## src/rtl/lfs_consts.vh

```
`ifndef LFS_CONSTS_VH
`define LFS_CONSTS_VH
// register byte offsets
`define LFS_OFF_FLAGS 12'h000
`define LFS_OFF_STRING 12'h004
`define LFS_OFF_CTRL 12'h008
`define LFS_OFF_STATE 12'h00c
// sticky flag positions
`define LFS_B_LED_SUM 0
`define LFS_B_UNUSED 1
`define LFS_B_I2C_TO 2
`define LFS_B_VIN_UV 3
`define LFS_B_VIN_OV 4
`define LFS_B_VDD_LOW 5
`define LFS_B_VIN_OC 6
`define LFS_B_PUMP_LVL 7
`define LFS_B_PUMP_MISS 8
`define LFS_B_SYNC_LOST 9
`define LFS_B_CRC 10
`define LFS_B_OVP_LOW 11
`define LFS_B_OVP_HIGH 12
`define LFS_B_BST_OC 13
`define LFS_B_CH_RES 14
`define LFS_B_MODE_RES 15
`define LFS_B_FREQ_RES 16
`define LFS_NFLAGS 17
// flags that raise the interrupt (not ovp low nor the resistor flags)
`define LFS_IRQ_MASK 17'h037ff
// control register fields and reset value
`define LFS_B_CTRL_EN 0
`define LFS_B_CTRL_BRIGHT 1
`define LFS_RST_CTRL 2'h0
// fallback settings
`define LFS_DEF_CHANNELS 3'h6
`define LFS_DEF_ADDR 7'h2a
`define LFS_DEF_BOOST_KHZ 400
`define LFS_DEF_PWM_HZ 305
// timing
`define LFS_CLK_MHZ 100
`define LFS_T_GND_MS 20
`define LFS_T_PROBE_US 300
`define LFS_T_I2C_MS 500
`define LFS_T_RECOV_MS 100
`define LFS_T_BSTOC_MS 110
`define LFS_SYNC_MIN_KHZ 75
// cycles at 100 MHz: 20 ms, 300 us, 500 ms, 100 ms, 110 ms, 75 kHz period
`define LFS_N_GND 27'h1e8480
`define LFS_N_PROBE 27'h7530
`define LFS_N_I2C 27'h2faf080
`define LFS_N_RECOV 27'h989680
`define LFS_N_BSTOC 27'ha7d8c0
`define LFS_N_SYNC 11'h535
`endif

```

## src/rtl/lfs_supervisor.v

```verilog
// Summary of operation
// used output below ground threshold 20 ms: channel off, 300 us test current
// still below headroom after the probe: ground short reported on that channel
// ground short: boost, outputs and power FET off, enter fault recovery
// ground short sets summary flag, interrupt, cause bit and channel bits
// cause and channel bits held until power loss; summary flag cleared by host
// unused outputs not grounded at init: flag, interrupt, keep running
// string configuration captured once at init, never re-evaluated
// bus transaction without stop for 500 ms: reset bus logic, flag, interrupt
// input undervoltage: flag, interrupt, standby, restart only once cleared
// input overvoltage: flag, interrupt, standby, restart only once cleared
// logic supply low: flag, interrupt, no recovery, resume when it returns
// input overcurrent or pump level fault: flag, interrupt, recovery, 100 ms
// pump parts missing: pump off, both pump flags, interrupt, keep running
// sync clock lost or below 75 kHz: flag, internal clock, spread by level
// trim load crc failure: flag, interrupt, keep running
// boost low overvoltage: flag without interrupt, halt switching only
// boost high overvoltage: flag, interrupt, recovery until voltage falls
// feedback under threshold 110 ms: boost overcurrent, interrupt, recovery
// channel resistor invalid: flag without interrupt, six channels default
// mode resistor invalid: flag without interrupt, phase shift, address 0x2a
// frequency resistor invalid: flag without interrupt, 400 kHz and 305 Hz
// recovery holds everything off 100 ms, restarts if enabled and bright (the code keeps pump_en on during recovery)
// interrupt output high while any interrupt flag stays set
//
// Register access over APB and the register offsets are this design's own decisions.
`timescale 1ns/1ps
`include "lfs_consts.vh"
`default_nettype none
module lfs_supervisor #(
    parameter NCH = 6,
    parameter [26:0] N_GND = `LFS_N_GND,
    parameter [26:0] N_PROBE = `LFS_N_PROBE,
    parameter [26:0] N_I2C = `LFS_N_I2C,
    parameter [26:0] N_RECOV = `LFS_N_RECOV,
    parameter [26:0] N_BSTOC = `LFS_N_BSTOC
) (
    input wire pclk,
    input wire presetn,
    input wire ce,
    input wire psel,
    input wire penable,
    input wire pwrite,
    input wire [11:0] paddr,
    input wire [31:0] pwdata,
    output wire pready,
    output wire pslverr,
    output reg [31:0] prdata,
    input wire vin_uv_in,
    input wire vin_ov_in,
    input wire vdd_low_in,
    input wire vin_oc_in,
    input wire pump_bad_in,
    input wire pump_missing_in,
    input wire ovp_low_in,
    input wire ovp_high_in,
    input wire fb_uv_in,
    input wire boost_sync_input,
    input wire [NCH-1:0] gnd_low_in,
    input wire [NCH-1:0] headroom_low_in,
    input wire init_done,
    input wire crc_fail,
    input wire [2:0] ledset_code,
    input wire ledset_bad,
    input wire [6:0] mode_addr,
    input wire mode_phase_shift,
    input wire mode_bad,
    input wire boost_fset_bad,
    input wire dimming_freq_resistor_bad,
    input wire [NCH-1:0] unused_not_gnd,
    input wire i2c_active,
    output reg i2c_reset,
    output wire irq,
    output reg boost_en,
    output reg boost_switch_en,
    output reg plfet_en,
    output reg pump_en,
    output reg [NCH-1:0] led_en,
    output reg [NCH-1:0] test_current_en,
    output reg use_internal_clk,
    output reg spread_spectrum_en,
    output reg [2:0] cfg_channels,
    output reg [6:0] cfg_addr,
    output reg cfg_phase_shift,
    output reg cfg_boost_default,
    output reg cfg_pwm_default
);
    localparam [1:0] ST_INIT = 2'h0;
    localparam [1:0] ST_STBY = 2'h1;
    localparam [1:0] ST_RUN = 2'h2;
    localparam [1:0] ST_RECOV = 2'h3;
    localparam NPIN = 10 + 2 * NCH;
    localparam [10:0] N_SYNC = `LFS_N_SYNC;

    // pin synchroniser: stage one is read only by stage two
    wire [NPIN-1:0] pin_raw = {headroom_low_in, gnd_low_in, boost_sync_input, fb_uv_in,
                               ovp_high_in, ovp_low_in, pump_missing_in, pump_bad_in,
                               vin_oc_in, vdd_low_in, vin_ov_in, vin_uv_in};
    reg [NPIN-1:0] pin_m_r;
    reg [NPIN-1:0] pin_s_r;
    always @(posedge pclk or negedge presetn) begin
        if (!presetn) begin
            pin_m_r <= {NPIN{1'b0}};
            pin_s_r <= {NPIN{1'b0}};
        end else if (ce) begin
            pin_m_r <= pin_raw;
            pin_s_r <= pin_m_r;
        end
    end
    wire vin_uv = pin_s_r[0];
    wire vin_ov = pin_s_r[1];
    wire vdd_low = pin_s_r[2];
    wire vin_oc = pin_s_r[3];
    wire pump_bad = pin_s_r[4];
    wire pump_miss = pin_s_r[5];
    wire ovp_low = pin_s_r[6];
    wire ovp_high = pin_s_r[7];
    wire fb_uv = pin_s_r[8];
    wire sync_s = pin_s_r[9];
    wire [NCH-1:0] gnd_low = pin_s_r[10 +: NCH];
    wire [NCH-1:0] hr_low = pin_s_r[10 + NCH +: NCH];

    reg [1:0] state_r;
    reg [1:0] state_nxt;
    reg [1:0] ctrl_r;
    reg [`LFS_NFLAGS-1:0] flags_r;
    reg [`LFS_NFLAGS-1:0] flag_set;
    reg gnd_cause_r;
    reg [NCH-1:0] ch_fault_r;
    reg [NCH-1:0] used_r;
    reg [26:0] recov_cnt_r;
    reg [26:0] bstoc_cnt_r;
    reg [26:0] i2c_cnt_r;
    reg [10:0] gap_cnt_r;
    reg sync_d_r;
    reg sync_seen_r;
    reg sync_lost_r;
    wire [NCH-1:0] gnd_hit;
    wire [NCH-1:0] probing;
    wire run = (state_r == ST_RUN);

    // per channel ground-short debounce then probe
    genvar g;
    generate
        for (g = 0; g < NCH; g = g + 1) begin : gch
            reg [26:0] low_cnt_r;
            reg [26:0] probe_cnt_r;
            reg probe_r;
            wire watch = run && used_r[g] && !vdd_low;
            always @(posedge pclk or negedge presetn) begin
                if (!presetn) begin
                    low_cnt_r <= 27'h0;
                    probe_cnt_r <= 27'h0;
                    probe_r <= 1'b0;
                end else if (ce) begin
                    if (!watch) begin
                        low_cnt_r <= 27'h0;
                        probe_cnt_r <= 27'h0;
                        probe_r <= 1'b0;
                    end else if (probe_r) begin
                        if (probe_cnt_r == N_PROBE - 27'h1) begin
                            probe_r <= 1'b0;
                            probe_cnt_r <= 27'h0;
                            low_cnt_r <= 27'h0;
                        end else begin
                            probe_cnt_r <= probe_cnt_r + 27'h1;
                        end
                    end else if (!gnd_low[g]) begin
                        low_cnt_r <= 27'h0;
                    end else if (low_cnt_r == N_GND - 27'h1) begin
                        probe_r <= 1'b1;
                    end else begin
                        low_cnt_r <= low_cnt_r + 27'h1;
                    end
                end
            end
            assign probing[g] = probe_r;
            // judged on the last probe cycle
            assign gnd_hit[g] = probe_r && watch && hr_low[g] &&
                                (probe_cnt_r == N_PROBE - 27'h1);
        end
    endgenerate
    wire gnd_fault = |gnd_hit;

    // sync clock monitor; rising to rising is one full period
    wire sync_edge = sync_s && !sync_d_r;
    wire sync_gap = (gap_cnt_r == N_SYNC);
    always @(posedge pclk or negedge presetn) begin
        if (!presetn) begin
            sync_d_r <= 1'b0;
            gap_cnt_r <= 11'h0;
            sync_seen_r <= 1'b0;
            sync_lost_r <= 1'b0;
        end else if (ce) begin
            sync_d_r <= sync_s;
            if (!ctrl_r[`LFS_B_CTRL_EN]) begin
                sync_seen_r <= 1'b0;
                sync_lost_r <= 1'b0;
                gap_cnt_r <= 11'h0;
            end else if (sync_edge) begin
                gap_cnt_r <= 11'h0;
                sync_seen_r <= 1'b1;
            end else if (!sync_gap) begin
                gap_cnt_r <= gap_cnt_r + 11'h1;
            end else if (sync_seen_r) begin
                sync_lost_r <= 1'b1;
            end
        end
    end

    // fsm
    wire start_ok = ctrl_r[`LFS_B_CTRL_EN] && ctrl_r[`LFS_B_CTRL_BRIGHT] && !vin_uv && !vin_ov;
    wire bstoc_hit = run && fb_uv && (bstoc_cnt_r == N_BSTOC - 27'h1);
    wire recov_done = (recov_cnt_r == N_RECOV - 27'h1);
    always @* begin
        state_nxt = state_r;
        case (state_r)
            ST_INIT: begin
                if (init_done) begin
                    state_nxt = ST_STBY;
                end
            end
            ST_STBY: begin
                if (start_ok) begin
                    state_nxt = ST_RUN;
                end
            end
            ST_RUN: begin
                if (vin_uv || vin_ov || !ctrl_r[`LFS_B_CTRL_EN]) begin
                    state_nxt = ST_STBY;
                end else if (gnd_fault || vin_oc || pump_bad || ovp_high || bstoc_hit) begin
                    state_nxt = ST_RECOV;
                end
            end
            default: begin
                // the wait outlasts a high overvoltage that persists
                if (recov_done && !ovp_high) begin
                    state_nxt = ST_STBY;
                end
            end
        endcase
    end

    always @(posedge pclk or negedge presetn) begin
        if (!presetn) begin
            state_r <= ST_INIT;
            recov_cnt_r <= 27'h0;
            bstoc_cnt_r <= 27'h0;
        end else if (ce) begin
            state_r <= state_nxt;
            if (state_r != ST_RECOV) begin
                recov_cnt_r <= 27'h0;
            end else if (!recov_done) begin
                recov_cnt_r <= recov_cnt_r + 27'h1;
            end
            if (!run || !fb_uv || bstoc_hit) begin
                bstoc_cnt_r <= 27'h0;
            end else begin
                bstoc_cnt_r <= bstoc_cnt_r + 27'h1;
            end
        end
    end

    // bus stall watchdog; held off after a bus reset until i2c_active drops
    reg i2c_hold_r;
    wire i2c_hit = i2c_active && !i2c_hold_r && (i2c_cnt_r == N_I2C - 27'h1);
    always @(posedge pclk or negedge presetn) begin
        if (!presetn) begin
            i2c_cnt_r <= 27'h0;
            i2c_hold_r <= 1'b0;
            i2c_reset <= 1'b0;
        end else if (ce) begin
            i2c_reset <= i2c_hit;
            if (!i2c_active) begin
                i2c_cnt_r <= 27'h0;
                i2c_hold_r <= 1'b0;
            end else if (i2c_hit) begin
                i2c_hold_r <= 1'b1;
                i2c_cnt_r <= 27'h0;
            end else if (!i2c_hold_r) begin
                i2c_cnt_r <= i2c_cnt_r + 27'h1;
            end
        end
    end

    // init capture, taken once on the init pulse
    wire init_take = (state_r == ST_INIT) && init_done;
    wire ledset_inv = ledset_bad || (ledset_code == 3'h0) || (ledset_code > 3'h6);
    wire [2:0] chans = ledset_inv ? `LFS_DEF_CHANNELS : ledset_code;
    wire [NCH-1:0] used_cap = ~({NCH{1'b1}} << chans);

    always @* begin
        flag_set = {`LFS_NFLAGS{1'b0}};
        flag_set[`LFS_B_LED_SUM] = gnd_fault;
        flag_set[`LFS_B_UNUSED] = init_take && |(unused_not_gnd & ~used_cap);
        flag_set[`LFS_B_I2C_TO] = i2c_hit;
        flag_set[`LFS_B_VIN_UV] = vin_uv;
        flag_set[`LFS_B_VIN_OV] = vin_ov;
        flag_set[`LFS_B_VDD_LOW] = vdd_low;
        flag_set[`LFS_B_VIN_OC] = vin_oc;
        flag_set[`LFS_B_PUMP_LVL] = pump_bad || pump_miss;
        flag_set[`LFS_B_PUMP_MISS] = pump_miss;
        flag_set[`LFS_B_SYNC_LOST] = sync_lost_r;
        flag_set[`LFS_B_CRC] = init_take && crc_fail;
        flag_set[`LFS_B_OVP_LOW] = run && ovp_low;
        flag_set[`LFS_B_OVP_HIGH] = run && ovp_high;
        flag_set[`LFS_B_BST_OC] = bstoc_hit;
        flag_set[`LFS_B_CH_RES] = init_take && ledset_inv;
        flag_set[`LFS_B_MODE_RES] = init_take && mode_bad;
        flag_set[`LFS_B_FREQ_RES] = init_take && (boost_fset_bad || dimming_freq_resistor_bad);
    end

    // apb: zero wait states, read data registered in the setup cycle
    wire map_flags = (paddr == `LFS_OFF_FLAGS);
    wire map_string = (paddr == `LFS_OFF_STRING);
    wire map_ctrl = (paddr == `LFS_OFF_CTRL);
    wire map_state = (paddr == `LFS_OFF_STATE);
    wire mapped = map_flags || map_string || map_ctrl || map_state;
    wire wr = psel && penable && pwrite;
    assign pready = 1'b1;
    assign pslverr = psel && penable && !mapped;
    wire [`LFS_NFLAGS-1:0] w1c = (wr && map_flags) ? pwdata[`LFS_NFLAGS-1:0] :
                                 {`LFS_NFLAGS{1'b0}};

    always @(posedge pclk or negedge presetn) begin
        if (!presetn) begin
            flags_r <= {`LFS_NFLAGS{1'b0}};
            ctrl_r <= `LFS_RST_CTRL;
            gnd_cause_r <= 1'b0;
            ch_fault_r <= {NCH{1'b0}};
            prdata <= 32'h0;
        end else if (ce) begin
            flags_r <= (flags_r & ~w1c) | flag_set;
            if (gnd_fault) begin
                gnd_cause_r <= 1'b1;
                ch_fault_r <= ch_fault_r | gnd_hit;
            end
            if (wr && map_ctrl) begin
                ctrl_r <= pwdata[1:0];
            end
            if (psel && !penable) begin
                if (map_flags) begin
                    prdata <= {{(32 - `LFS_NFLAGS){1'b0}}, flags_r};
                end else if (map_string) begin
                    prdata <= {{(31 - NCH){1'b0}}, ch_fault_r, gnd_cause_r};
                end else if (map_ctrl) begin
                    prdata <= {30'h0, ctrl_r};
                end else if (map_state) begin
                    prdata <= {16'h0, cfg_boost_default, cfg_pwm_default, cfg_phase_shift,
                               cfg_addr, cfg_channels, use_internal_clk, state_r};
                end else begin
                    prdata <= 32'h0;
                end
            end
        end
    end

    assign irq = |(flags_r & `LFS_IRQ_MASK);

    always @(posedge pclk or negedge presetn) begin
        if (!presetn) begin
            used_r <= {NCH{1'b0}};
            cfg_channels <= `LFS_DEF_CHANNELS;
            cfg_addr <= `LFS_DEF_ADDR;
            cfg_phase_shift <= 1'b1;
            cfg_boost_default <= 1'b1;
            cfg_pwm_default <= 1'b1;
        end else if (ce && init_take) begin
            used_r <= used_cap;
            cfg_channels <= chans;
            cfg_addr <= mode_bad ? `LFS_DEF_ADDR : mode_addr;
            cfg_phase_shift <= mode_bad ? 1'b1 : mode_phase_shift;
            cfg_boost_default <= boost_fset_bad;
            cfg_pwm_default <= dimming_freq_resistor_bad;
        end
    end

    // power outputs; supply-low gates boost, FET and channel outputs, not the pump, without leaving the state
    wire on = run && !vdd_low && state_nxt == ST_RUN;
    always @(posedge pclk or negedge presetn) begin
        if (!presetn) begin
            boost_en <= 1'b0;
            boost_switch_en <= 1'b0;
            plfet_en <= 1'b0;
            pump_en <= 1'b0;
            led_en <= {NCH{1'b0}};
            test_current_en <= {NCH{1'b0}};
            use_internal_clk <= 1'b1;
            spread_spectrum_en <= 1'b0;
        end else if (ce) begin
            boost_en <= on;
            boost_switch_en <= on && !ovp_low;
            plfet_en <= on;
            pump_en <= (state_r != ST_INIT) && !pump_miss;
            led_en <= on ? (used_r & ~probing & ~ch_fault_r) : {NCH{1'b0}};
            test_current_en <= on ? probing : {NCH{1'b0}};
            use_internal_clk <= !sync_seen_r || sync_lost_r;
            spread_spectrum_en <= sync_lost_r && sync_s;
        end
    end
endmodule // lfs_supervisor
`default_nettype wire

```

## config.mk

```make
export PLATFORM = sky130hd
export DESIGN_NAME = lfs_supervisor
export DESIGN_NICKNAME = d
export VERILOG_FILES = /design/src/rtl/lfs_supervisor.v
export VERILOG_INCLUDE_DIRS = /design/src /design/src/rtl
export SDC_FILE = /design/constraint.sdc
export NUM_CORES = 1
export LEC_CHECK = 0
export BUFFER_PORTS_ARGS = -buffer_cell sky130_fd_sc_hd__buf_4
export CAP_MARGIN = 0
export CORE_MARGIN = 3
export CORE_UTILIZATION = 35
export CTS_CLUSTER_SIZE = 30
export DETAILED_ROUTE_END_ITERATION = 12
export PLACE_DENSITY = 0.54
export SYNTH_ARGS = -nofsm -noshare
export SYNTH_HDL_FRONTEND = slang
export SYNTH_SLANG_ARGS = --single-unit
export TNS_END_PERCENT = 10
```

## constraint.sdc

```tcl
create_clock -name pclk -period 3.4 [get_ports pclk]
set_input_delay 0.68 -clock pclk [delete_from_list [all_inputs] [get_ports pclk]]
set_output_delay 0.68 -clock pclk [all_outputs]
set_load 0.005 [all_outputs]
```

==> results by group <==
Run status
  – Status: completed

Layout
  – Final Core Density: about 41%
  – Diode count: 0
  – Nets: roughly 3,500
  – Fin cells: about 4,600
  – Layout area overhead: 16.2%
  – Filler cells: between 8,000 and 9,000
  – Share of layout cells above drive strength 1: between 10% and 20%

Clock tree
  – CTS tree: built
  – CTS HTree Levels: 3
  – Total CTS buffers: 67
  – Cts repair resizes: 0
  – Clock root cell: clkbuf_16
  – Worst-path clk slew: roughly 0.06 ns
  – Clk buf depth: 3
  – Skew-Pair Late Insertion Delay: ~0.62 ns
  – Setup Buffers After CTS: 0
  – Clock Sinks: 552

Power and ir drop
  – Sequential power share: a little under half
  – Sw frac: roughly a quarter
  – Psw: 3.77 mW
  – PwrDens: 438 nW/um^2
  – Peak VDD IR: just under 0.0003 V
  – Clock power frac: a little under half
  – Power Internal: around 12 mW
  – LEAKAGE: 14.0 nW
  – Gate power share: between 6 and 7%

Floorplanning
  – DIE WIDTH: approximately 300 um
  – Core ar.: 84,400 um^2
  – Full die area: between 80,000 and 90,000 um^2
  – Num ports: between 150 and 200
  – FP Rows: 106
  – Initial Util: between 30 and 40%
  – Die Height: roughly 300 um

Critical path
  – Crit-path cells: or4_1, nor4_2, a41oi_2, buf_4, nor4_1, mux2i_1
  – Max Fanout on Critical Path: 17
  – Critical path required time: roughly 4 ns
  – Critical path arrival: between 3 and 4 ns
  – WP depth: 6
  – Worst reg2reg startpoint: gch[0].probe_cnt_r[20]
  – Crit-path max cell delay: ~0.57 ns
  – Reg2reg path depth: 6
  – Worst setup EP type: flip-flop
  – CP max-delay cell: or4_1
  – Worst reg2reg setup slack: about 0.32 ns
  – CP Class: reg -> reg
  – Crit. Startpoint: gch[0].probe_cnt_r[20]
  – Worst setup SP type: flip-flop
  – Delay-heaviest family, CP: simple AND/OR/NAND/NOR gates
  – Reg2Reg Capture Point: gch[0].low_cnt_r[21]
  – Bufs and invs on worst path: 1

STA
  – Fin Clk Skew: 0.0319 ns
  – Total Negative Setup Slacks: 0 ns
  – Tcrit/Tclk final: between 90 and 100%
  – Min Tclk post-route: approximately 3.1 ns
  – Hold slack: between 0.2 and 0.3 ns
  – Worst-Margin Slew: 1.00 ns
  – Fmax achieved: between 0.3 and 0.4 GHz
  – RSZ-0062 raised after global routing: no
  – Hold Fails Final Rpt: 0
  – Final setup viols: 0
  – Slew margin rel.: 32.7%
  – Final worst slack: between 0.3 and 0.4 ns
  – Slew Viols, Final: 0

Routing
  – 1st-iter DRT viols: between 1,500 and 2,000
  – Routed WL: about 83 mm
  – DRC viols: 0
  – Vias: approximately 26,000
  – DRT antenna net count: 0
  – DRT Pass-1 Iters: 5
  – DR vias/cell: roughly 5.6
  – WL/cell: 18.0 um

Synth
  – Register bit total from synthesis: 552
  – Synth cell types: 80
  – Most frequent cell after synthesis: dfrtp_1
  – Netlist Area Pre-Place: approximately 30,000 um^2
  – Sequential share of the synthesized area: a little under half
  – Top FF cell, synth: dfrtp_1
  – Ys async rst share: 100%
  – Yosys Warn Count: 0
  – EDFF count, synth: 0
  – Synth top area share: a little under half
  – Synth area leader: dfrtp_1
  – Post-Syn Area per Cell: 9.16 um^2
  – Post-Syn Instances: roughly 3,300
  – Synth area leaders: dfrtp_1 45%, nand2_1 3.8%, nor2_1 3.5%, nand3_1 3.2%, o21ai_0 2.7%
  – Most instantiated cells after synthesis: 543 x dfrtp_1, 303 x nand2_1, 277 x nor2_1

Global route
  – Largest net degree at the start of global routing: between 80 and 90
  – Initial antenna violation count: 0
  – GRT overflow: 0
  – GRT Total Usage: 18.2%
  – Vias in the first global route: around 24,000
  – First-pass GRT wire length: ~140 mm

Place
  – Port Buf Inserts: 130
  – Post-Place Cells: 4,467
  – RePlAce Congestion: between 0.8 and 0.9
  – Dpl ws: around 0.35 ns
  – HPWL Detailed: 56.6 mm

Worst hold path
  – Hold path depth: 3
  – Hold Crit Class: in -> reg
  – Hold Crit Start: dimming_freq_resistor_bad
  – WHS Endpoint: cfg_pwm_default

Run
  – MaxCap Viol Count: 0
==> kinds of logic (layout without fill, tap and decap cells) <==
logic type / after synthesis / count (layout) / share of synthesized area, %
and+or+nand+nor: 1495 / 1495 / 26.7
AOI/OAI and AO/OA: 715 / 715 / 15.6
DFF: 552 / 552 / 46.0
buffers and inverters: 272 / 428 / 3.66
xor gates and xnor gates: 120 / 120 / 3.49
muxes: 110 / 110 / 3.88
adders and majority gates: 17 / 17 / 0.707
other: 2 / 16 / 0.0250
==> routing by layer <==
layer	global-route usage (%)	vias up	wire length, um
met1	27.1	12596	40900
met3	3.79	97	4840
met5	0	-	0
met4	4.53	0	1590
li1	-	12533	-
met2	26.7	560	35300
==> cells in the final DEF, fill, tap and decap left out, types with 22 or more instances in the layout <==
master / synthesis / final
dfrtp_1: 543 / 543
nand2_1: 303 / 303
nor2_1: 277 / 277
buf_4: 17 / 220
nand3_1: 194 / 194
o21ai_0: 163 / 162
a21oi_1: 154 / 153
nand4_1: 128 / 128
nor4_1: 112 / 111
nor3_1: 98 / 97
xnor2_1: 89 / 89
o31ai_1: 84 / 84
inv_1: 74 / 73
or4_1: 71 / 71
and3_1: 70 / 70
clkbuf_16: 0 / 69
a31oi_1: 65 / 64
mux2i_1: 57 / 57
mux2_2: 53 / 53
and4_1: 52 / 52
or3_1: 33 / 33
o21bai_1: 32 / 32
xor2_1: 31 / 31
a22o_1: 23 / 23
nand2b_1: 23 / 23
and2_1: 22 / 22
a21o_1: 22 / 22
==> how the worst max path moves through the flow <==
stage / endpoint / slack (ns)
floorplan: gch[0].probe_cnt_r[26] / 0.86
global placement: gch[0].low_cnt_r[26] / 0.39
detailed placement: gch[0].low_cnt_r[26] / 0.35
CTS: gch[0].low_cnt_r[26] / 0.34
global route: gch[0].low_cnt_r[21] / 0.14
finish: gch[0].low_cnt_r[21] / 0.32
==> worst register-to-register path, stage by stage (launching register included) <==
cell	delay [ns]
dfrtp_1	0.42
or4_1	0.57
nor4_2	0.51
a41oi_2	0.51
buf_4	0.35
nor4_1	0.38
mux2i_1	0.24
==> power by group through the flow <==
stage	Sequential, mW	Combinational (mW)	Clock (mW)
2_1_floorplan	7.02	0.458	0
3_3_place_gp	7.14	0.982	0
3_5_place_dp	7.14	0.993	0
4_1_cts	7.02	0.997	7.55
5_1_grt	7.05	1.10	7.82
6_report	7.02	0.975	7.32
==> final cells by class <==
| cell class | count | area (um^2) | area share, % |
|---|---|---|---|
| clock buffers | 97 | 1970 | 5.64 |
| clock inverters | 22 | 273 | 0.780 |
| inverters | 74 | 278 | 0.795 |
| multi-input cells | 2473 | 15300 | 43.7 |
| flip-flops and latches | 552 | 13800 | 39.5 |
| well taps | 1134 | 1420 | 4.06 |
| repair buffers | 235 | 1930 | 5.52 |
==> registers in the layout, indices dropped and copies added (netlist names), 2 cells and up <==
signal           cells
bstoc_cnt_r         27
gap_cnt_r           11
led_en               6
gch.probe_r          6
ch_fault_r           6
prdata              17
cfg_channels         3
gch.probe_cnt_r    162
flags_r             17
test_current_en      6
used_r               6
ctrl_r               2
pin_m_r             22
pin_s_r             22
cfg_addr             7
recov_cnt_r         27
gch.low_cnt_r      162
state_r              2
i2c_cnt_r           27
==> through the flow <==
stage	total power [mW]	area (um^2)
floorplan	7.48	30100
global placement	8.12	32700
detailed placement	8.13	32700
CTS	15.6	35000
global route	16.0	35000
finish	15.3	35000
==> repair_timing <==
item / in CTS / in global routing
hold buffers: 1 / 0
hold endpoints to repair: 17 / 0
endpoints found under the setup margin: 0 / 0
No activity file was read; power rests on OpenSTA's default activity.
